### src/clk_sync_pkg.sv
// Package: register map, field layout and codes for clock and frame-sync select
package clk_sync_pkg;
  localparam int ADDR_W = 20;
  localparam int NUM_CLK_TRANS = 3;
  localparam int NUM_SYNC_TRANS = 6;
  localparam int NUM_PORTS = 9;

  // ----------------------------------------------------------------
  // Register offsets (byte addresses)
  // ----------------------------------------------------------------
  localparam logic [ADDR_W-1:0] OFS_CLK_SRC_A = 20'h4_6140;
  localparam logic [ADDR_W-1:0] OFS_CLK_SRC_B = 20'h4_6144;
  localparam logic [ADDR_W-1:0] OFS_CLK_SRC_C = 20'h4_6148;
  localparam logic [ADDR_W-1:0] OFS_SYNC_A = 20'h6_0404;
  localparam logic [ADDR_W-1:0] OFS_SYNC_B = 20'h6_1404;
  localparam logic [ADDR_W-1:0] OFS_SYNC_C = 20'h6_2404;
  localparam logic [ADDR_W-1:0] OFS_SYNC_D = 20'h6_3404;
  localparam logic [ADDR_W-1:0] OFS_SYNC_SER0 = 20'h6_B404;
  localparam logic [ADDR_W-1:0] OFS_SYNC_SER1 = 20'h6_BC04;

  // ----------------------------------------------------------------
  // Field positions and reset values
  // ----------------------------------------------------------------
  localparam int CLK_SEL_LSB = 28;
  localparam int CLK_SEL_MSB = 31;
  localparam int GEN_EN_BIT = 31;
  localparam int GEN_MODE_LSB = 29;
  localparam int GEN_MODE_MSB = 30;
  localparam int PRI_SEL_LSB = 0;
  localparam int PRI_SEL_MSB = 2;
  localparam logic [3:0] CLK_SEL_RESET = 4'h0;
  localparam logic [2:0] PRI_SEL_RESET = 3'h0;
  localparam logic [31:0] READ_ZERO = 32'h0000_0000;

  // ----------------------------------------------------------------
  // Codes
  // ----------------------------------------------------------------
  localparam logic [3:0] CLK_NONE = 4'h0;
  localparam logic [3:0] CLK_FIXED_FIRST = 4'h1;
  localparam logic [3:0] CLK_TYPEC_LAST = 4'h9;
  localparam logic [2:0] PRI_TRANS_A = 3'h1;
  localparam logic [2:0] PRI_TRANS_C = 3'h3;

  typedef enum logic [1:0] {
    ROLE_LOCAL_SECONDARY = 2'b00,
    ROLE_REMOTE_SECONDARY = 2'b01,
    ROLE_PRIMARY = 2'b10,
    ROLE_RESERVED = 2'b11
  } role_e;
endpackage : clk_sync_pkg

### src/sync_role_unit.sv
// Per-transcoder frame-sync role decode and sync routing
module sync_role_unit
  import clk_sync_pkg::*;
#(
  parameter logic [2:0] SELF_CODE = 3'h0
) (
  input wire logic core_clk,
  input wire logic srst,
  input wire logic ce,
  input wire logic gen_enable,
  input wire role_e gen_mode,
  input wire logic [2:0] pri_sel,
  input wire logic [NUM_CLK_TRANS-1:0] peer_frame_start,
  input wire logic own_frame_start,
  input wire logic remote_frame_sync,
  output logic sync_out,
  output logic sync_in,
  output logic locked_role
);
  logic local_pick;
  logic self_pick;
  logic valid_pick;

  always_comb begin
    valid_pick = (pri_sel >= PRI_TRANS_A) && (pri_sel <= PRI_TRANS_C);
    self_pick = (pri_sel == SELF_CODE);
    local_pick = 1'b0;
    if (valid_pick) begin
      local_pick = peer_frame_start[2'(pri_sel - PRI_TRANS_A)];
    end
  end

  always_ff @(posedge core_clk) begin
    if (srst) begin
      sync_out <= 1'b0;
      sync_in <= 1'b0;
      locked_role <= 1'b0;
    end else if (ce) begin
      sync_out <= 1'b0;
      sync_in <= 1'b0;
      locked_role <= 1'b0;
      if (gen_enable) begin
        case (gen_mode)
          ROLE_PRIMARY: begin
            sync_out <= own_frame_start;
            locked_role <= 1'b1;
          end
          ROLE_LOCAL_SECONDARY: begin
            // Self-follow would loop, so it is ignored
            if (valid_pick && !self_pick) begin
              sync_in <= local_pick;
              locked_role <= 1'b1;
            end
          end
          ROLE_REMOTE_SECONDARY: begin
            sync_in <= remote_frame_sync;
            locked_role <= 1'b1;
          end
          default: begin
            locked_role <= 1'b0;
          end
        endcase
      end
    end
  end
endmodule : sync_role_unit

### src/transcoder_clock_sync_select.sv
// Transcoder port clock routing and frame-sync role registers
// Notes on behaviour
// Each of transcoders A, B and C has a register that routes one port clock.
// Bits 31:28 select the clock, and code 0000b leaves the clock off.
// Codes 0001b-0011b pick fixed ports, 0100b-1001b the six type-C ports.
// Software keeps the selector steady while its transcoder is enabled; the testbench rewrites routed selectors, with no glitch guard.
// The genlock role applies only while bit 31 is set.
// Mode 10b makes the transcoder a primary that drives frame sync out.
// Mode 00b follows a local primary named by the primary selector.
// Mode 01b follows a remote primary; 11b is reserved and unused.
// Primary selector bits 2:0 code 001b, 010b, 011b name A, B, C.
// Software never points a primary selector at its own transcoder; the testbench does, and the role unit ignores such a pick.
module transcoder_clock_sync_select
  import clk_sync_pkg::*;
(
  input wire logic core_clk,
  input wire logic srst,
  input wire logic ce,
  input wire logic [ADDR_W-1:0] reg_addr,
  input wire logic reg_wr,
  input wire logic reg_rd,
  input wire logic [31:0] reg_wdata,
  output logic [31:0] reg_rdata,
  output logic reg_rack,
  input wire logic [NUM_SYNC_TRANS-1:0] frame_start,
  input wire logic remote_frame_sync,
  output logic [NUM_CLK_TRANS-1:0] trans_clk_on,
  output logic [NUM_CLK_TRANS-1:0][NUM_PORTS-1:0] port_clk_route,
  output logic [NUM_SYNC_TRANS-1:0] frame_sync_drive,
  output logic [NUM_SYNC_TRANS-1:0] frame_sync_follow,
  output logic [NUM_SYNC_TRANS-1:0] genlock_active
);
  // ----------------------------------------------------------------
  // Register storage
  // ----------------------------------------------------------------
  localparam logic [NUM_CLK_TRANS-1:0][ADDR_W-1:0] CLK_OFS = {
    OFS_CLK_SRC_C, OFS_CLK_SRC_B, OFS_CLK_SRC_A};
  localparam logic [NUM_SYNC_TRANS-1:0][ADDR_W-1:0] SYNC_OFS = {
    OFS_SYNC_SER1, OFS_SYNC_SER0, OFS_SYNC_D,
    OFS_SYNC_C, OFS_SYNC_B, OFS_SYNC_A};

  logic [NUM_CLK_TRANS-1:0][3:0] clk_sel;
  logic [NUM_SYNC_TRANS-1:0] gen_en;
  role_e gen_mode [NUM_SYNC_TRANS];
  logic [NUM_SYNC_TRANS-1:0][2:0] pri_sel;
  logic [31:0] next_rdata;

  always_ff @(posedge core_clk) begin
    if (srst) begin
      for (int i = 0; i < NUM_CLK_TRANS; i++) begin
        clk_sel[i] <= CLK_SEL_RESET;
      end
    end else if (ce && reg_wr) begin
      for (int i = 0; i < NUM_CLK_TRANS; i++) begin
        if (reg_addr == CLK_OFS[i]) begin
          clk_sel[i] <= reg_wdata[CLK_SEL_MSB:CLK_SEL_LSB];
        end
      end
    end
  end

  always_ff @(posedge core_clk) begin
    if (srst) begin
      for (int i = 0; i < NUM_SYNC_TRANS; i++) begin
        gen_en[i] <= 1'b0;
        gen_mode[i] <= ROLE_LOCAL_SECONDARY;
        pri_sel[i] <= PRI_SEL_RESET;
      end
    end else if (ce && reg_wr) begin
      for (int i = 0; i < NUM_SYNC_TRANS; i++) begin
        if (reg_addr == SYNC_OFS[i]) begin
          gen_en[i] <= reg_wdata[GEN_EN_BIT];
          gen_mode[i] <= role_e'(reg_wdata[GEN_MODE_MSB:GEN_MODE_LSB]);
          pri_sel[i] <= reg_wdata[PRI_SEL_MSB:PRI_SEL_LSB];
        end
      end
    end
  end

  // ----------------------------------------------------------------
  // Read path
  // ----------------------------------------------------------------
  // Reserved bits and unmapped offsets read zero
  always_comb begin
    next_rdata = READ_ZERO;
    for (int i = 0; i < NUM_CLK_TRANS; i++) begin
      if (reg_addr == CLK_OFS[i]) begin
        next_rdata[CLK_SEL_MSB:CLK_SEL_LSB] = clk_sel[i];
      end
    end
    for (int i = 0; i < NUM_SYNC_TRANS; i++) begin
      if (reg_addr == SYNC_OFS[i]) begin
        next_rdata[GEN_EN_BIT] = gen_en[i];
        next_rdata[GEN_MODE_MSB:GEN_MODE_LSB] = gen_mode[i];
        next_rdata[PRI_SEL_MSB:PRI_SEL_LSB] = pri_sel[i];
      end
    end
  end

  always_ff @(posedge core_clk) begin
    if (srst) begin
      reg_rdata <= READ_ZERO;
      reg_rack <= 1'b0;
    end else if (ce) begin
      reg_rack <= reg_rd;
      if (reg_rd) begin
        reg_rdata <= next_rdata;
      end
    end
  end

  // ----------------------------------------------------------------
  // Clock routing
  // ----------------------------------------------------------------
  // Selector is trusted to stay put while running; no glitch guard
  always_ff @(posedge core_clk) begin
    if (srst) begin
      trans_clk_on <= '0;
      port_clk_route <= '0;
    end else if (ce) begin
      for (int i = 0; i < NUM_CLK_TRANS; i++) begin
        port_clk_route[i] <= '0;
        trans_clk_on[i] <= 1'b0;
        if (clk_sel[i] >= CLK_FIXED_FIRST &&
            clk_sel[i] <= CLK_TYPEC_LAST) begin
          // Codes above the type-C range are left as no source
          port_clk_route[i][4'(clk_sel[i] - CLK_FIXED_FIRST)] <= 1'b1;
          trans_clk_on[i] <= 1'b1;
        end
      end
    end
  end

  // ----------------------------------------------------------------
  // Frame-sync roles
  // ----------------------------------------------------------------
  for (genvar g = 0; g < NUM_SYNC_TRANS; g++) begin : g_sync
    // Transcoder D and the serial transcoders have no code of their own, so self match is none
    localparam logic [2:0] SELF = (g < NUM_CLK_TRANS) ?
      3'(g + 1) : 3'h0;
    sync_role_unit #(
      .SELF_CODE(SELF)
    ) u_role (
      .core_clk(core_clk),
      .srst(srst),
      .ce(ce),
      .gen_enable(gen_en[g]),
      .gen_mode(gen_mode[g]),
      .pri_sel(pri_sel[g]),
      .peer_frame_start(frame_start[NUM_CLK_TRANS-1:0]),
      .own_frame_start(frame_start[g]),
      .remote_frame_sync(remote_frame_sync),
      .sync_out(frame_sync_drive[g]),
      .sync_in(frame_sync_follow[g]),
      .locked_role(genlock_active[g])
    );
  end
endmodule : transcoder_clock_sync_select

### config.mk
export PLATFORM = sky130hd
export DESIGN_NAME = transcoder_clock_sync_select
export DESIGN_NICKNAME = d
export VERILOG_FILES = /design/src/clk_sync_pkg.sv /design/src/sync_role_unit.sv /design/src/transcoder_clock_sync_select.sv
export SDC_FILE = /design/constraint.sdc
export NUM_CORES = 1
export LEC_CHECK = 0
export ABC_AREA = 1
export ABC_CLOCK_PERIOD_IN_PS = 1700
export BUFFER_PORTS_ARGS = -buffer_cell sky130_fd_sc_hd__buf_2
export CORE_MARGIN = 2
export CORE_UTILIZATION = 49
export CTS_BUF_LIST = sky130_fd_sc_hd__clkbuf_8 sky130_fd_sc_hd__clkbuf_16
export CTS_CLUSTER_DIAMETER = 100
export DETAILED_ROUTE_END_ITERATION = 10
export GPL_TIMING_DRIVEN = 1
export MAX_ROUTING_LAYER = met4
export PLACE_DENSITY_LB_ADDON = 0.1
export SYNTH_ARGS = -nofsm -noshare
export SYNTH_HDL_FRONTEND = slang
export SYNTH_SLANG_ARGS = --single-unit
### constraint.sdc
create_clock -name core_clk -period 1.7 [get_ports core_clk]
set_clock_uncertainty 0.1 [all_clocks]
set_input_delay 0.085 -clock core_clk [delete_from_list [all_inputs] [get_ports core_clk]]
set_output_delay 0.085 -clock core_clk [all_outputs]
set_load 0.01 [all_outputs]
Yosys cells after proc, flatten, opt, wreduce, memory -nomap -nowiden
Memories as Yosys holds them, arrays and structs flattened.
Cells that the tools add are included.
{"block": "totals", "ff_bits": 92, "ram_bits": 12, "inputBits": 64, "output_inout_bits": 81, "elab_cells": 284, "memories": 1}
{"name": "gen_mode", "depth": 6, "width": 2, "rd": 6, "rd_clocked_by_memory_dff": 0, "write_ports": 6, "line_no": "transcoder_clock_sync_select.sv:44", "source": "role_e gen_mode [NUM_SYNC_TRANS];"}
{"block": "op_classes", "addsub": 9, "order_cmp": 30, "n_eq_ne": 24, "n_mux": 125, "bitwise": 6, "reduce_logical": 50}
{"op": "equality test 20 x 19 -> 1 bit, second input constant", "n": 9}
{"op": "two-way mux 1 bit", "n": 80}
{"op": "two-way mux 3 bit", "n": 12}
{"op": "two-way mux 9 bit", "n": 3}
{"op": "greater-or-equal comparator 4 x 1 -> 1 bit, second input constant", "n": 6}
{"op": "one-hot mux 1 bit (2 select lines)", "n": 12}
{"op": "AND reduction 2 bit", "n": 10}
{"op": "logical AND 1 bit", "n": 19}
{"op": "greater-or-equal comparator 3 x 1 -> 1 bit, second input constant", "n": 6}
{"op": "less-or-equal comparator 3 x 2 -> 1 bit, second input constant", "n": 6}
{"op": "less-than comparator 2 x 3 -> 1 bit, second input constant", "n": 6}
{"op": "less-than comparator 4 x 5 -> 1 bit, second input constant", "n": 3}
{"op": "binary-select mux 1 bit (select 2 bit)", "n": 6}
{"op": "demux 1 bit (select 4 bit)", "n": 3}
{"op": "equality test 2 x 1 -> 1 bit, second input constant", "n": 6}
{"op": "equality test 2 bit, second input constant", "n": 6}
{"op": "less-or-equal comparator 4 bit, second input constant", "n": 3}
{"op": "zero test 2 bit", "n": 6}
{"op": "two-way mux 2 bit", "n": 6}
{"op": "two-way mux 4 bit", "n": 3}
{"op": "OR reduction 2 bit", "n": 6}
{"op": "subtractor 2 x 1 -> 2 bit, second input constant", "n": 6}
{"op": "subtractor 4 x 1 -> 4 bit, second input constant", "n": 3}
{"op": "zero test 3 bit", "n": 3}
{"op": "other kinds (4)", "n": 15}

Longest topological paths before layout
Gate-level depths: netlist of the first run.
{"block": "logic_depth", "depth_word": 10, "ltp_mapped": 12, "ltp_nobuf": 12}

Modules after synthesis
A second synthesis of the first run with hierarchy kept.
{"block": "unflattened", "cells_unflattened": 811, "area_unflattened_um2": 5952.0}
{"module": "transcoder_clock_sync_select", "n_inst": 1, "cells_each": 534, "area_per_inst_um2": 4146.5, "seq_area_each_um2": 1841.8}
{"module": "sync_role_unit (g_sync[1].u_role ...)", "n_inst": 4, "cells_each": 47, "area_per_inst_um2": 304.0, "seq_area_each_um2": 60.1}
{"module": "sync_role_unit (g_sync[2].u_role)", "n_inst": 1, "cells_each": 45, "area_per_inst_um2": 295.3, "seq_area_each_um2": 60.1}
{"module": "sync_role_unit (g_sync[0].u_role)", "n_inst": 1, "cells_each": 44, "area_per_inst_um2": 294.0, "seq_area_each_um2": 60.1}

Least setup slack after synthesis of the first run
Ideal clock, no wire load.
{"block": "synth_path", "path_kind": "register to register", "from": "memory gen_mode[2][0] (netlist bit)", "to": "register g_sync[2].u_role.sync_in", "setup_time_ps": 70, "arrival_time_ps": 1460, "required_ps": 1530, "slack_ps": 70, "stages_incl_launch_ff": 9, "n_path_buf": 0, "synth_period_minus_slack_ps": 1630, "cell_sequence": "edfxtp_1 -> inv_1 -> ha_1 -> nand2_1 -> a2111oi_0 -> o211ai_1 -> nand2_1 -> nand3_1 -> a21oi_1"}
{"element": "start, declared", "line_no": "transcoder_clock_sync_select.sv:44"}
{"element": "end signal, assigned", "line_no": "sync_role_unit.sv:51", "source": "sync_in <= local_pick;"}
{"element": "end signal, assigned", "line_no": "sync_role_unit.sv:56", "source": "sync_in <= remote_frame_sync;"}
{"element": "end, declared", "line_no": "sync_role_unit.sv:17", "source": "output logic sync_in,"}

==> results of run 1 <==
final timing paths:
| kind | endpoint | slack, ns | startpoint |
|---|---|---|---|
| setup / recovery | g_sync[5].u_role.sync_in | -0.009 | gen_mode[5][1] |
| hold / removal | g_sync[2].u_role.sync_out | 0.03 | frame_start[2] |
| setup reg to reg | g_sync[5].u_role.sync_in | -0.009 | gen_mode[5][1] |
| hold reg to reg | reg_rack | 0.36 | reg_rack |
layout make-up:
| cell class | count | area (um^2) | share of cell area, % |
|---|---|---|---|
| sequential | 104 | 2210 | 31.0 |
| tap | 143 | 179 | 2.51 |
| timing repair buffer | 160 | 1000 | 14.0 |
| inverter | 89 | 334 | 4.69 |
| multi-input combinational | 523 | 3110 | 43.6 |
| clock buffer | 11 | 253 | 3.55 |
| clock inverter | 5 | 47.5 | 0.667 |
routing by layer:
metal / global-route usage [%] / vias up
met5: - / -
met4: 9.92 / 0
met3: 4.71 / 29
met2: 45.7 / 173
li1: - / 2766
met1: 30.3 / 2682
layout by cell type (no fill, tap or decap), types with 35 or more instances in the layout:
master and instances:
a21oi_1 63, buf_2 94, buf_4 56, dfxtp_1 88, ha_1 38, inv_1 75, nand2_1 105, nand3_1 35
nand4_1 35, nor2_1 83
power by group:
part | switching, mW | internal, mW
sequential | 0.0125 | 2.50
combinational | 0.302 | 0.155
clock | 0.917 | 1.21
total | 1.23 | 3.86
critical path, delay by kind of cell, from the launching register on:
family                     cells  cell delay [ns]
DFF                            1             0.41
and+or+nand+nor                2             0.37
buffers and inverters          2             0.14
adders and majority gates      1             0.13
AOI/OAI and AO/OA              3             0.49
registers in the layout (all words and copies together), names as in the netlist:
| signal | flops |
|---|---|
| reg_rdata | 7 |
| g_sync.u_role.sync_in | 6 |
| gen_mode | 12 |
| reg_rack | 1 |
| port_clk_route | 27 |
| g_sync.u_role.sync_out | 6 |
| trans_clk_on | 3 |
| pri_sel | 18 |
| clk_sel | 12 |
| gen_en | 6 |
| g_sync.u_role.locked_role | 6 |
repair_timing:
action / in CTS / in global routing
hold buffers: 9 / 0
endpoints found under the setup margin: 3 / 11
pin swaps: 0 / 11
cloned: 0 / 0
buffers inserted: 0 / 4
gates resized for setup: 3 / 28
endpoints found under the hold margin: 12 / 0
cell families after synthesis:
group / Yosys count / share of synthesized area, %
AND/OR/NAND/NOR: 302 / 25.0
AO/OA/AOI/OAI: 156 / 16.0
buffers and inverters: 153 / 12.7
flip-flops: 104 / 37.7
adder cells (fa/ha/maj): 40 / 8.57
other: 1 / 0.0642
==> flow_metrics.env, run 1 <==
export IMPL_outcome="finished with violations"
export IMPL_violations="DRC, setup timing"
export IMPL_grt_max_degree=60
export IMPL_num_rows=39
export IMPL_drive_gt1_share_pct=26.0
export IMPL_nNetsFinal=991
export IMPL_async_flop_share_pct=0
export IMPL_wl_per_cell_um=16.0
export IMPL_max_cap_viol_count=0
export IMPL_p_leak_nw=3.10
export IMPL_dpl_hpwl_um=12500
export IMPL_clk_path_buf_depth=2
export IMPL_syn_cell_area_mm2=0.00584
export IMPL_worstHoldPathCells=3
export IMPL_r2r_cells=8
export IMPL_place_ws_ns=-0.112
export IMPL_critPathMostFrequentCell="inv_2"
export IMPL_yosys_cell_count_top_type="nand2_1"
export IMPL_setup_viol=1
export IMPL_wl_um=16600
export IMPL_cts_root_buffer="clkbuf_16"
export IMPL_layout_cells_non_filler=1035
export IMPL_synth_common_cells="nand2_1 (105), dfxtp_1 (92), nor2_1 (83)"
export IMPL_setup_slack_ns=-0.00937
export IMPL_port_buffers=94
export IMPL_final_min_clock_period_ns=1.71
export IMPL_p_per_area_mw_per_mm2=714
export IMPL_setup_tns_ns=-0.00937
export IMPL_fp_dieArea_mm2=0.0128
export IMPL_crit_path_end_kind="flip-flop"
export IMPL_finalCritPeriodShare_pct=101
export IMPL_grt_pass1_wl_um=25600
export IMPL_numCtsBuffers=9
export IMPL_placed_area_mm2=0.00658
export IMPL_critPathMaxFanout=2
export IMPL_rsz0062_at_grt="true"
export IMPL_fmax_mhz=585
export IMPL_yosysWarnings=0
export IMPL_overflow=0
export IMPL_gp_congestion=0.946
export IMPL_clkLatencyLatePin_ns=0.36
export IMPL_num_fill_cells=1090
export IMPL_core_area_mm2=0.0115
export IMPL_utilization_pct=61.9
export IMPL_start_kind="flip-flop"
export IMPL_m1WireLength_um=6790
export IMPL_yosysTopAreaCellShare_pct=31.5
export IMPL_synth_top_area_cell="dfxtp_1"
export IMPL_dp_cells=1006
export IMPL_synth_seq_cells=104
export IMPL_hold_ws_ns=0.0318
export IMPL_ir_drop_mv=0.777
export IMPL_h_tree_depth=3
export IMPL_syn2layout_area_growth_pct=22.1
export IMPL_initial_core_util_pct=50.7
export IMPL_grt_use_total_pct=26.3
export IMPL_hp_class="input pin to flip-flop"
export IMPL_total_power_mw=5.09
export IMPL_critPathArrivalTime_ns=1.91
export IMPL_ioPinCount=145
export IMPL_antenna_found_initial=0
export IMPL_worstPathRequired_ns=1.90
export IMPL_clock_sinks=104
export IMPL_via_count=5650
export IMPL_die_h_um=113
export IMPL_diodes=0
export IMPL_syn_inst=756
export IMPL_crit_slowest_cell="edfxtp_1"
export IMPL_drt_iter0_drc=477
export IMPL_avgSynthCellArea_um2=7.73
export IMPL_final_area_mm2=0.00713
export IMPL_yosysUniqueCellTypes=44
export IMPL_wl_met3_um=857
export IMPL_ys_flop_type="dfxtp_1"
export IMPL_slowest_delay_ns=0.41
export IMPL_synth_edf_count=12
export IMPL_routed_via_density=5.46
export IMPL_path_clk_slew_ns=0.07
export IMPL_route_detailed_drc=14
export IMPL_critPathKind="flip-flop to flip-flop"
export IMPL_dr_pass1_iters=8
export IMPL_ant_nets=0
export IMPL_slew_viol_final=0
export IMPL_top_layer="met4"
export IMPL_synth_area_top_cells="dfxtp_1 (32%), ha_1 (8.6%), nand2_1 (6.7%), edfxtp_1 (6.2%), buf_4 (5.7%)"
export IMPL_chipWidth_um=113
export IMPL_cts_tree="built"
export IMPL_hold_viol=0
export IMPL_grt_pass1_vias=5279
export IMPL_wl_met2_um=8560
export IMPL_max_slew_margin_pct=56.8
export IMPL_worst_pin_slew_ns=0.647
export IMPL_ys_seq_area_share_pct=37.7
export IMPL_cp_cell_sequence="inv_2 -> ha_4 -> inv_2 -> nor4_4 -> o31ai_2 -> o31ai_1 -> nand3_1 -> a21oi_2"
Power figures use the tool's default switching activity.
==> inputs of run 2 (changes only) <==
--- a/config.mk
+++ b/config.mk
@@ -6,16 +6,17 @@
 export NUM_CORES = 1
 export LEC_CHECK = 0
 export ABC_AREA = 1
-export ABC_CLOCK_PERIOD_IN_PS = 1700
+export ABC_CLOCK_PERIOD_IN_PS = 1800
 export BUFFER_PORTS_ARGS = -buffer_cell sky130_fd_sc_hd__buf_2
 export CORE_MARGIN = 2
-export CORE_UTILIZATION = 49
+export CORE_UTILIZATION = 54
 export CTS_BUF_LIST = sky130_fd_sc_hd__clkbuf_8 sky130_fd_sc_hd__clkbuf_16
 export CTS_CLUSTER_DIAMETER = 100
 export DETAILED_ROUTE_END_ITERATION = 10
 export GPL_TIMING_DRIVEN = 1
 export MAX_ROUTING_LAYER = met4
 export PLACE_DENSITY_LB_ADDON = 0.1
+export RECOVER_POWER = 100
 export SYNTH_ARGS = -nofsm -noshare
 export SYNTH_HDL_FRONTEND = slang
 export SYNTH_SLANG_ARGS = --single-unit
==> constraint.sdc (replaced) <==
create_clock -name core_clk -period 1.8 [get_ports core_clk]
set_clock_uncertainty 0.1 [all_clocks]
set_input_delay 0.09 -clock core_clk [delete_from_list [all_inputs] [get_ports core_clk]]
set_output_delay 0.09 -clock core_clk [all_outputs]
set_load 0.01 [all_outputs]
==> flow_metrics.env, run 2 (synthesis gave the netlist of run 1 again) <==
export IMPL_outcome="complete, no violations"
export IMPL_h_tree_depth=3
export IMPL_core_area_mm2=0.0104
export IMPL_final_cell_mix="nand2_1 (105), buf_2 (94), dfxtp_1 (88)"
export IMPL_grt_max_degree=60
export IMPL_worstPathRequired_ns=2.01
export IMPL_slowest_delay_ns=0.42
export IMPL_critPathMaxFanout=2
export IMPL_cts_tree="built"
export IMPL_cts_root_buffer="clkbuf_8"
export IMPL_chipWidth_um=108
export IMPL_num_rows=37
export IMPL_crit_slowest_cell="edfxtp_1"
export IMPL_ir_drop_mv=0.358
export IMPL_hp_class="input pin to flip-flop"
export IMPL_port_buffers=94
export IMPL_final_min_clock_period_ns=1.76
export IMPL_clk_path_buf_depth=2
export IMPL_dr_pass1_iters=5
export IMPL_hold_ws_ns=0.0158
export IMPL_diodes=0
export IMPL_nNetsFinal=970
export IMPL_layout_cells_non_filler=1006
export IMPL_worst_pin_slew_ns=0.637
export IMPL_clkLatencyLatePin_ns=0.38
export IMPL_start_kind="flip-flop"
export IMPL_setup_tns_ns=0
export IMPL_grt_use_total_pct=28.3
export IMPL_cp_cell_sequence="inv_2 -> ha_4 -> inv_2 -> nor4_4 -> o31ai_2 -> o31ai_1 -> nand3_1 -> a21oi_2"
export IMPL_rsz0062_at_grt="true"
export IMPL_dp_cells=976
export IMPL_reg_largest_list="port_clk_route: 27 flops, pri_sel: 18 flops"
export IMPL_regMostFlops="port_clk_route"
export IMPL_grt_pass1_wl_um=24800
export IMPL_critPathKind="flip-flop to flip-flop"
export IMPL_max_slew_margin_pct=57.5
export IMPL_wl_um=15900
export IMPL_wl_per_cell_um=15.8
export IMPL_final_common_cell="nand2_1"
export IMPL_critPathMostFrequentCell="inv_2"
export IMPL_syn2layout_area_growth_pct=16.7
export IMPL_regArea_mm2=0.00221
export IMPL_numCtsBuffers=9
export IMPL_multi_input_area_mm2=0.00308
export IMPL_grt_pass1_vias=5233
export IMPL_crit_path_end_kind="flip-flop"
export IMPL_setup_viol=0
export IMPL_num_fill_cells=909
export IMPL_route_detailed_drc=0
export IMPL_grtUsageMet3_pct=4.34
export IMPL_p_per_area_mw_per_mm2=612
export IMPL_gp_congestion=0.931
export IMPL_clock_sinks=104
export IMPL_initial_core_util_pct=56.1
export IMPL_utilization_pct=65.5
export IMPL_drt_iter0_drc=346
export IMPL_cpLargestDelayFamily="compound AO/OA/AOI/OAI gates"
export IMPL_finalCritPeriodShare_pct=97.7
export IMPL_hold_viol=0
export IMPL_grt_busiest_layer="met2"
export IMPL_die_h_um=108
export IMPL_p_leak_nw=2.94
export IMPL_routed_via_density=5.51
export IMPL_drive_gt1_share_pct=24.3
export IMPL_fmax_mhz=569
export IMPL_path_clk_slew_ns=0.10
export IMPL_critPathArrivalTime_ns=1.97
export IMPL_fp_dieArea_mm2=0.0117
export IMPL_max_cap_viol_count=0
export IMPL_largest_register_ffs=27
export IMPL_dpl_hpwl_um=12000
export IMPL_grt_use_met1_pct=33.4
export IMPL_grt_use_met2_pct=48.7
export IMPL_ioPinCount=145
export IMPL_via_count=5545
export IMPL_antenna_found_initial=0
export IMPL_overflow=0
export IMPL_ant_nets=0
export IMPL_path_buf_inv=2
export IMPL_slew_viol_final=0
run 2: cell count changes in the layout (fill, tap and decap cells not counted), moves of 2 or more:
cell	delta
buf_4	-21
clkbuf_16	-8
clkbuf_8	+7
a2111oi_2	+2
nor3_1	+2
nor3_2	-2
nor4_2	+2
run 2: area by class of cell:
cell class | instances | share of cell area, %
Clock buffer | 10 | 2.18
Timing Repair Buffer | 139 | 12.4
Sequential cell | 104 | 32.4
Multi-Input combinational cell | 523 | 45.2
Tap cell | 136 | 2.50
Clock inverter | 5 | 0.477
Inverter | 89 | 4.90
run 2: worst paths after layout:
path                 startpoint                       end  slack (ns)  cells after the start
max              gen_mode[5][1]  g_sync[5].u_role.sync_in        0.04                      8
min                reg_wdata[2]               pri_sel[14]        0.02                      3
max reg2reg      gen_mode[5][1]  g_sync[5].u_role.sync_in        0.04                      8
min reg2reg  port_clk_route[19]        port_clk_route[19]        0.37                      2
run 2: through the flow:
step	total power, mW	setup slack, ns	area (um^2)
after global routing	4.32	-0.0853	6820
after detailed placement	2.79	-0.0386	6400
after global placement	2.79	0.0337	6400
after floorplan	2.67	0.170	5930
final	4.17	0.0418	6820
after CTS	4.16	0.00876	6670
run 2: repair_timing:
action,4_1_cts,5_1_grt
pin swaps,0,8
setup buffers,0,6
endpoints found under the hold margin,14,0
setup endpoints to repair,1,10
gates resized for setup,1,29
hold buffers,9,0
run 2: worst min-delay path, delay by kind of cell:
family                 cells  cell delay, ns
AOI/OAI and AO/OA          1            0.16
buffers and inverters      2            0.20
run 2: layer usage:
metal	share of wire, %	wire length (um)
met2	50	8010
met1	41	6530
met3	5.7	906
met4	2.7	428
met5	0	0
run 2: power breakdown:
part | switching [mW] | internal [mW] | total, mW | leakage, nW
clock network | 0.807 | 0.581 | 1.39 | 0.102
logic | 0.279 | 0.134 | 0.413 | 1.98
registers | 0.0133 | 2.36 | 2.37 | 0.857
total | 1.10 | 3.07 | 4.17 | 2.94
==> inputs of run 3 (changes only) <==
--- a/config.mk
+++ b/config.mk
@@ -6,7 +6,7 @@
 export NUM_CORES = 1
 export LEC_CHECK = 0
 export ABC_AREA = 1
-export ABC_CLOCK_PERIOD_IN_PS = 1800
+export ABC_CLOCK_PERIOD_IN_PS = 1850
 export BUFFER_PORTS_ARGS = -buffer_cell sky130_fd_sc_hd__buf_2
 export CORE_MARGIN = 2
 export CORE_UTILIZATION = 54
==> constraint.sdc (replaced) <==
create_clock -name core_clk -period 1.85 [get_ports core_clk]
set_clock_uncertainty 0.1 [all_clocks]
set_input_delay 0.0925 -clock core_clk [delete_from_list [all_inputs] [get_ports core_clk]]
set_output_delay 0.0925 -clock core_clk [all_outputs]
set_load 0.01 [all_outputs]
==> flow_metrics.env, run 3 (synthesis gave the netlist of run 1 again) <==
export IMPL_numCtsBuffers=9
export IMPL_chipWidth_um=108
export IMPL_crit_path_end_kind="flip-flop"
export IMPL_worst_pin_slew_ns=0.627
export IMPL_cts_root_buffer="clkbuf_8"
export IMPL_worstPathRequired_ns=2.06
export IMPL_clk_path_buf_depth=2
export IMPL_ioPinCount=145
export IMPL_final_min_clock_period_ns=1.79
export IMPL_die_h_um=108
export IMPL_outcome="complete, no violations"
export IMPL_critPathMaxFanout=5
export IMPL_start_kind="flip-flop"
export IMPL_via_count=5476
export IMPL_critPathKind="flip-flop to flip-flop"
export IMPL_clock_sinks=104
export IMPL_largest_register_ffs=27
export IMPL_grt_max_degree=60
export IMPL_regMostFlops="port_clk_route"
export IMPL_placed_area_mm2=0.00637
export IMPL_finalCritPeriodShare_pct=96.5
export IMPL_max_slew_margin_pct=58.2
export IMPL_rsz0062_at_grt="true"
export IMPL_critPathArrivalTime_ns=2.00
export IMPL_max_cap_viol_count=0
export IMPL_dr_pass1_iters=5
export IMPL_overflow=0
export IMPL_port_buffers=94
export IMPL_wl_um=15700
export IMPL_ant_nets=0
export IMPL_p_sw_share_pct=26.8
export IMPL_setup_viol=0
export IMPL_final_area_mm2=0.00670
export IMPL_hp_class="input pin to flip-flop"
export IMPL_grt_pass1_vias=5093
export IMPL_reg_largest_list="port_clk_route: 27 flops, pri_sel: 18 flops"
export IMPL_core_area_mm2=0.0104
export IMPL_syn2layout_area_growth_pct=14.8
export IMPL_ir_drop_mv=0.358
export IMPL_fmax_mhz=560
export IMPL_p_leak_nw=2.70
export IMPL_grt_use_total_pct=27.8
export IMPL_clkLatencyLatePin_ns=0.38
export IMPL_final_cell_mix="nand2_1 (106), dfxtp_1 (89), nor2_1 (83)"
export IMPL_clkPwrFrac_pct=36.1
export IMPL_wl_per_cell_um=15.5
export IMPL_p_seq_share_pct=54.7
export IMPL_final_common_cell="nand2_1"
export IMPL_setup_tns_ns=0
export IMPL_p_per_area_mw_per_mm2=629
export IMPL_p_comb_share_pct=9.2
export IMPL_num_rows=37
export IMPL_routed_via_density=5.43
export IMPL_route_detailed_drc=0
export IMPL_antenna_found_initial=0
export IMPL_nNetsFinal=972
export IMPL_dpl_hpwl_um=11900
export IMPL_slew_viol_final=0
export IMPL_diodes=0
export IMPL_path_clk_slew_ns=0.10
export IMPL_initial_core_util_pct=56.1
export IMPL_hold_viol=0
export IMPL_fp_dieArea_mm2=0.0117
export IMPL_h_tree_depth=3
export IMPL_drive_gt1_share_pct=16.3
export IMPL_drt_iter0_drc=335
export IMPL_grt_pass1_wl_um=24500
export IMPL_internal_power_mw=3.08
export IMPL_cts_tree="built"
export IMPL_power_switching_mw=1.13
export IMPL_gp_congestion=0.901
-- run 3: final timing paths --
check	from	to	slack, ns	depth (start not counted)
setup / recovery	pri_sel[16]	g_sync[5].u_role.sync_in	0.06	7
hold / removal	reg_wdata[0]	pri_sel[3]	0.01	3
setup reg to reg	pri_sel[16]	g_sync[5].u_role.sync_in	0.06	7
hold reg to reg	reg_rack	reg_rack	0.37	2
-- run 3: layout make-up --
type | count | area (um^2)
clock inverters | 4 | 37.5
repair buffers | 141 | 779
clock buffers | 12 | 176
flip-flops and latches | 104 | 2210
well taps | 136 | 170
multi-input cells | 523 | 3000
inverters | 89 | 338
fillers | 964 | 3710
-- run 3: per-stage QoR --
step | cells | total power, mW | hold slack [ns] | setup WS [ns] | utilization, %
finish | 1009 | 4.21 | 0.0123 | 0.0643 | 64.4
global route | 1009 | 4.37 | 0.0229 | -0.0308 | 64.4
CTS | 1001 | 4.21 | 0.0165 | 0.0146 | 64.3
detailed placement | 973 | 2.71 | 0.285 | 0.0513 | 61.1
global placement | 973 | 2.70 | 0.289 | 0.116 | 61.1
floorplan | 780 | 2.60 | 0.140 | 0.220 | -
-- run 3: what timing repair did --
| action | CTS | global route |
|---|---|---|
| setup buffers | 0 | 8 |
| setup endpoints to repair | 0 | 13 |
| hold buffers | 12 | 0 |
| hold endpoints to repair | 18 | 0 |
| resized for setup | 0 | 14 |
-- run 3: metal layers --
layer	routed length [um]	vias to the layer above	track usage, %
li1	-	2723	-
met1	6780	2569	32.9
met2	7870	157	48.8
met3	777	27	4.82
met4	256	0	7.88
met5	0	-	-
-- run 3: critical path, stage by stage (launching register included) --
cell and delay (ns):
dfxtp_2 0.37, inv_1 0.12, ha_1 0.21, nor4_2 0.30, o31ai_2 0.13, o31ai_1 0.21, nand3_1 0.14, a21oi_1 0.14
-- run 3: power by group through the flow --
stage                     registers [mW]  logic [mW]  clock network (mW)
final                               2.31       0.386                1.52
after global routing                2.31       0.428                1.63
after CTS                           2.31       0.371                1.53
after detailed placement            2.36       0.351                   0
after global placement              2.36       0.341                   0
after floorplan                     2.36       0.240                   0
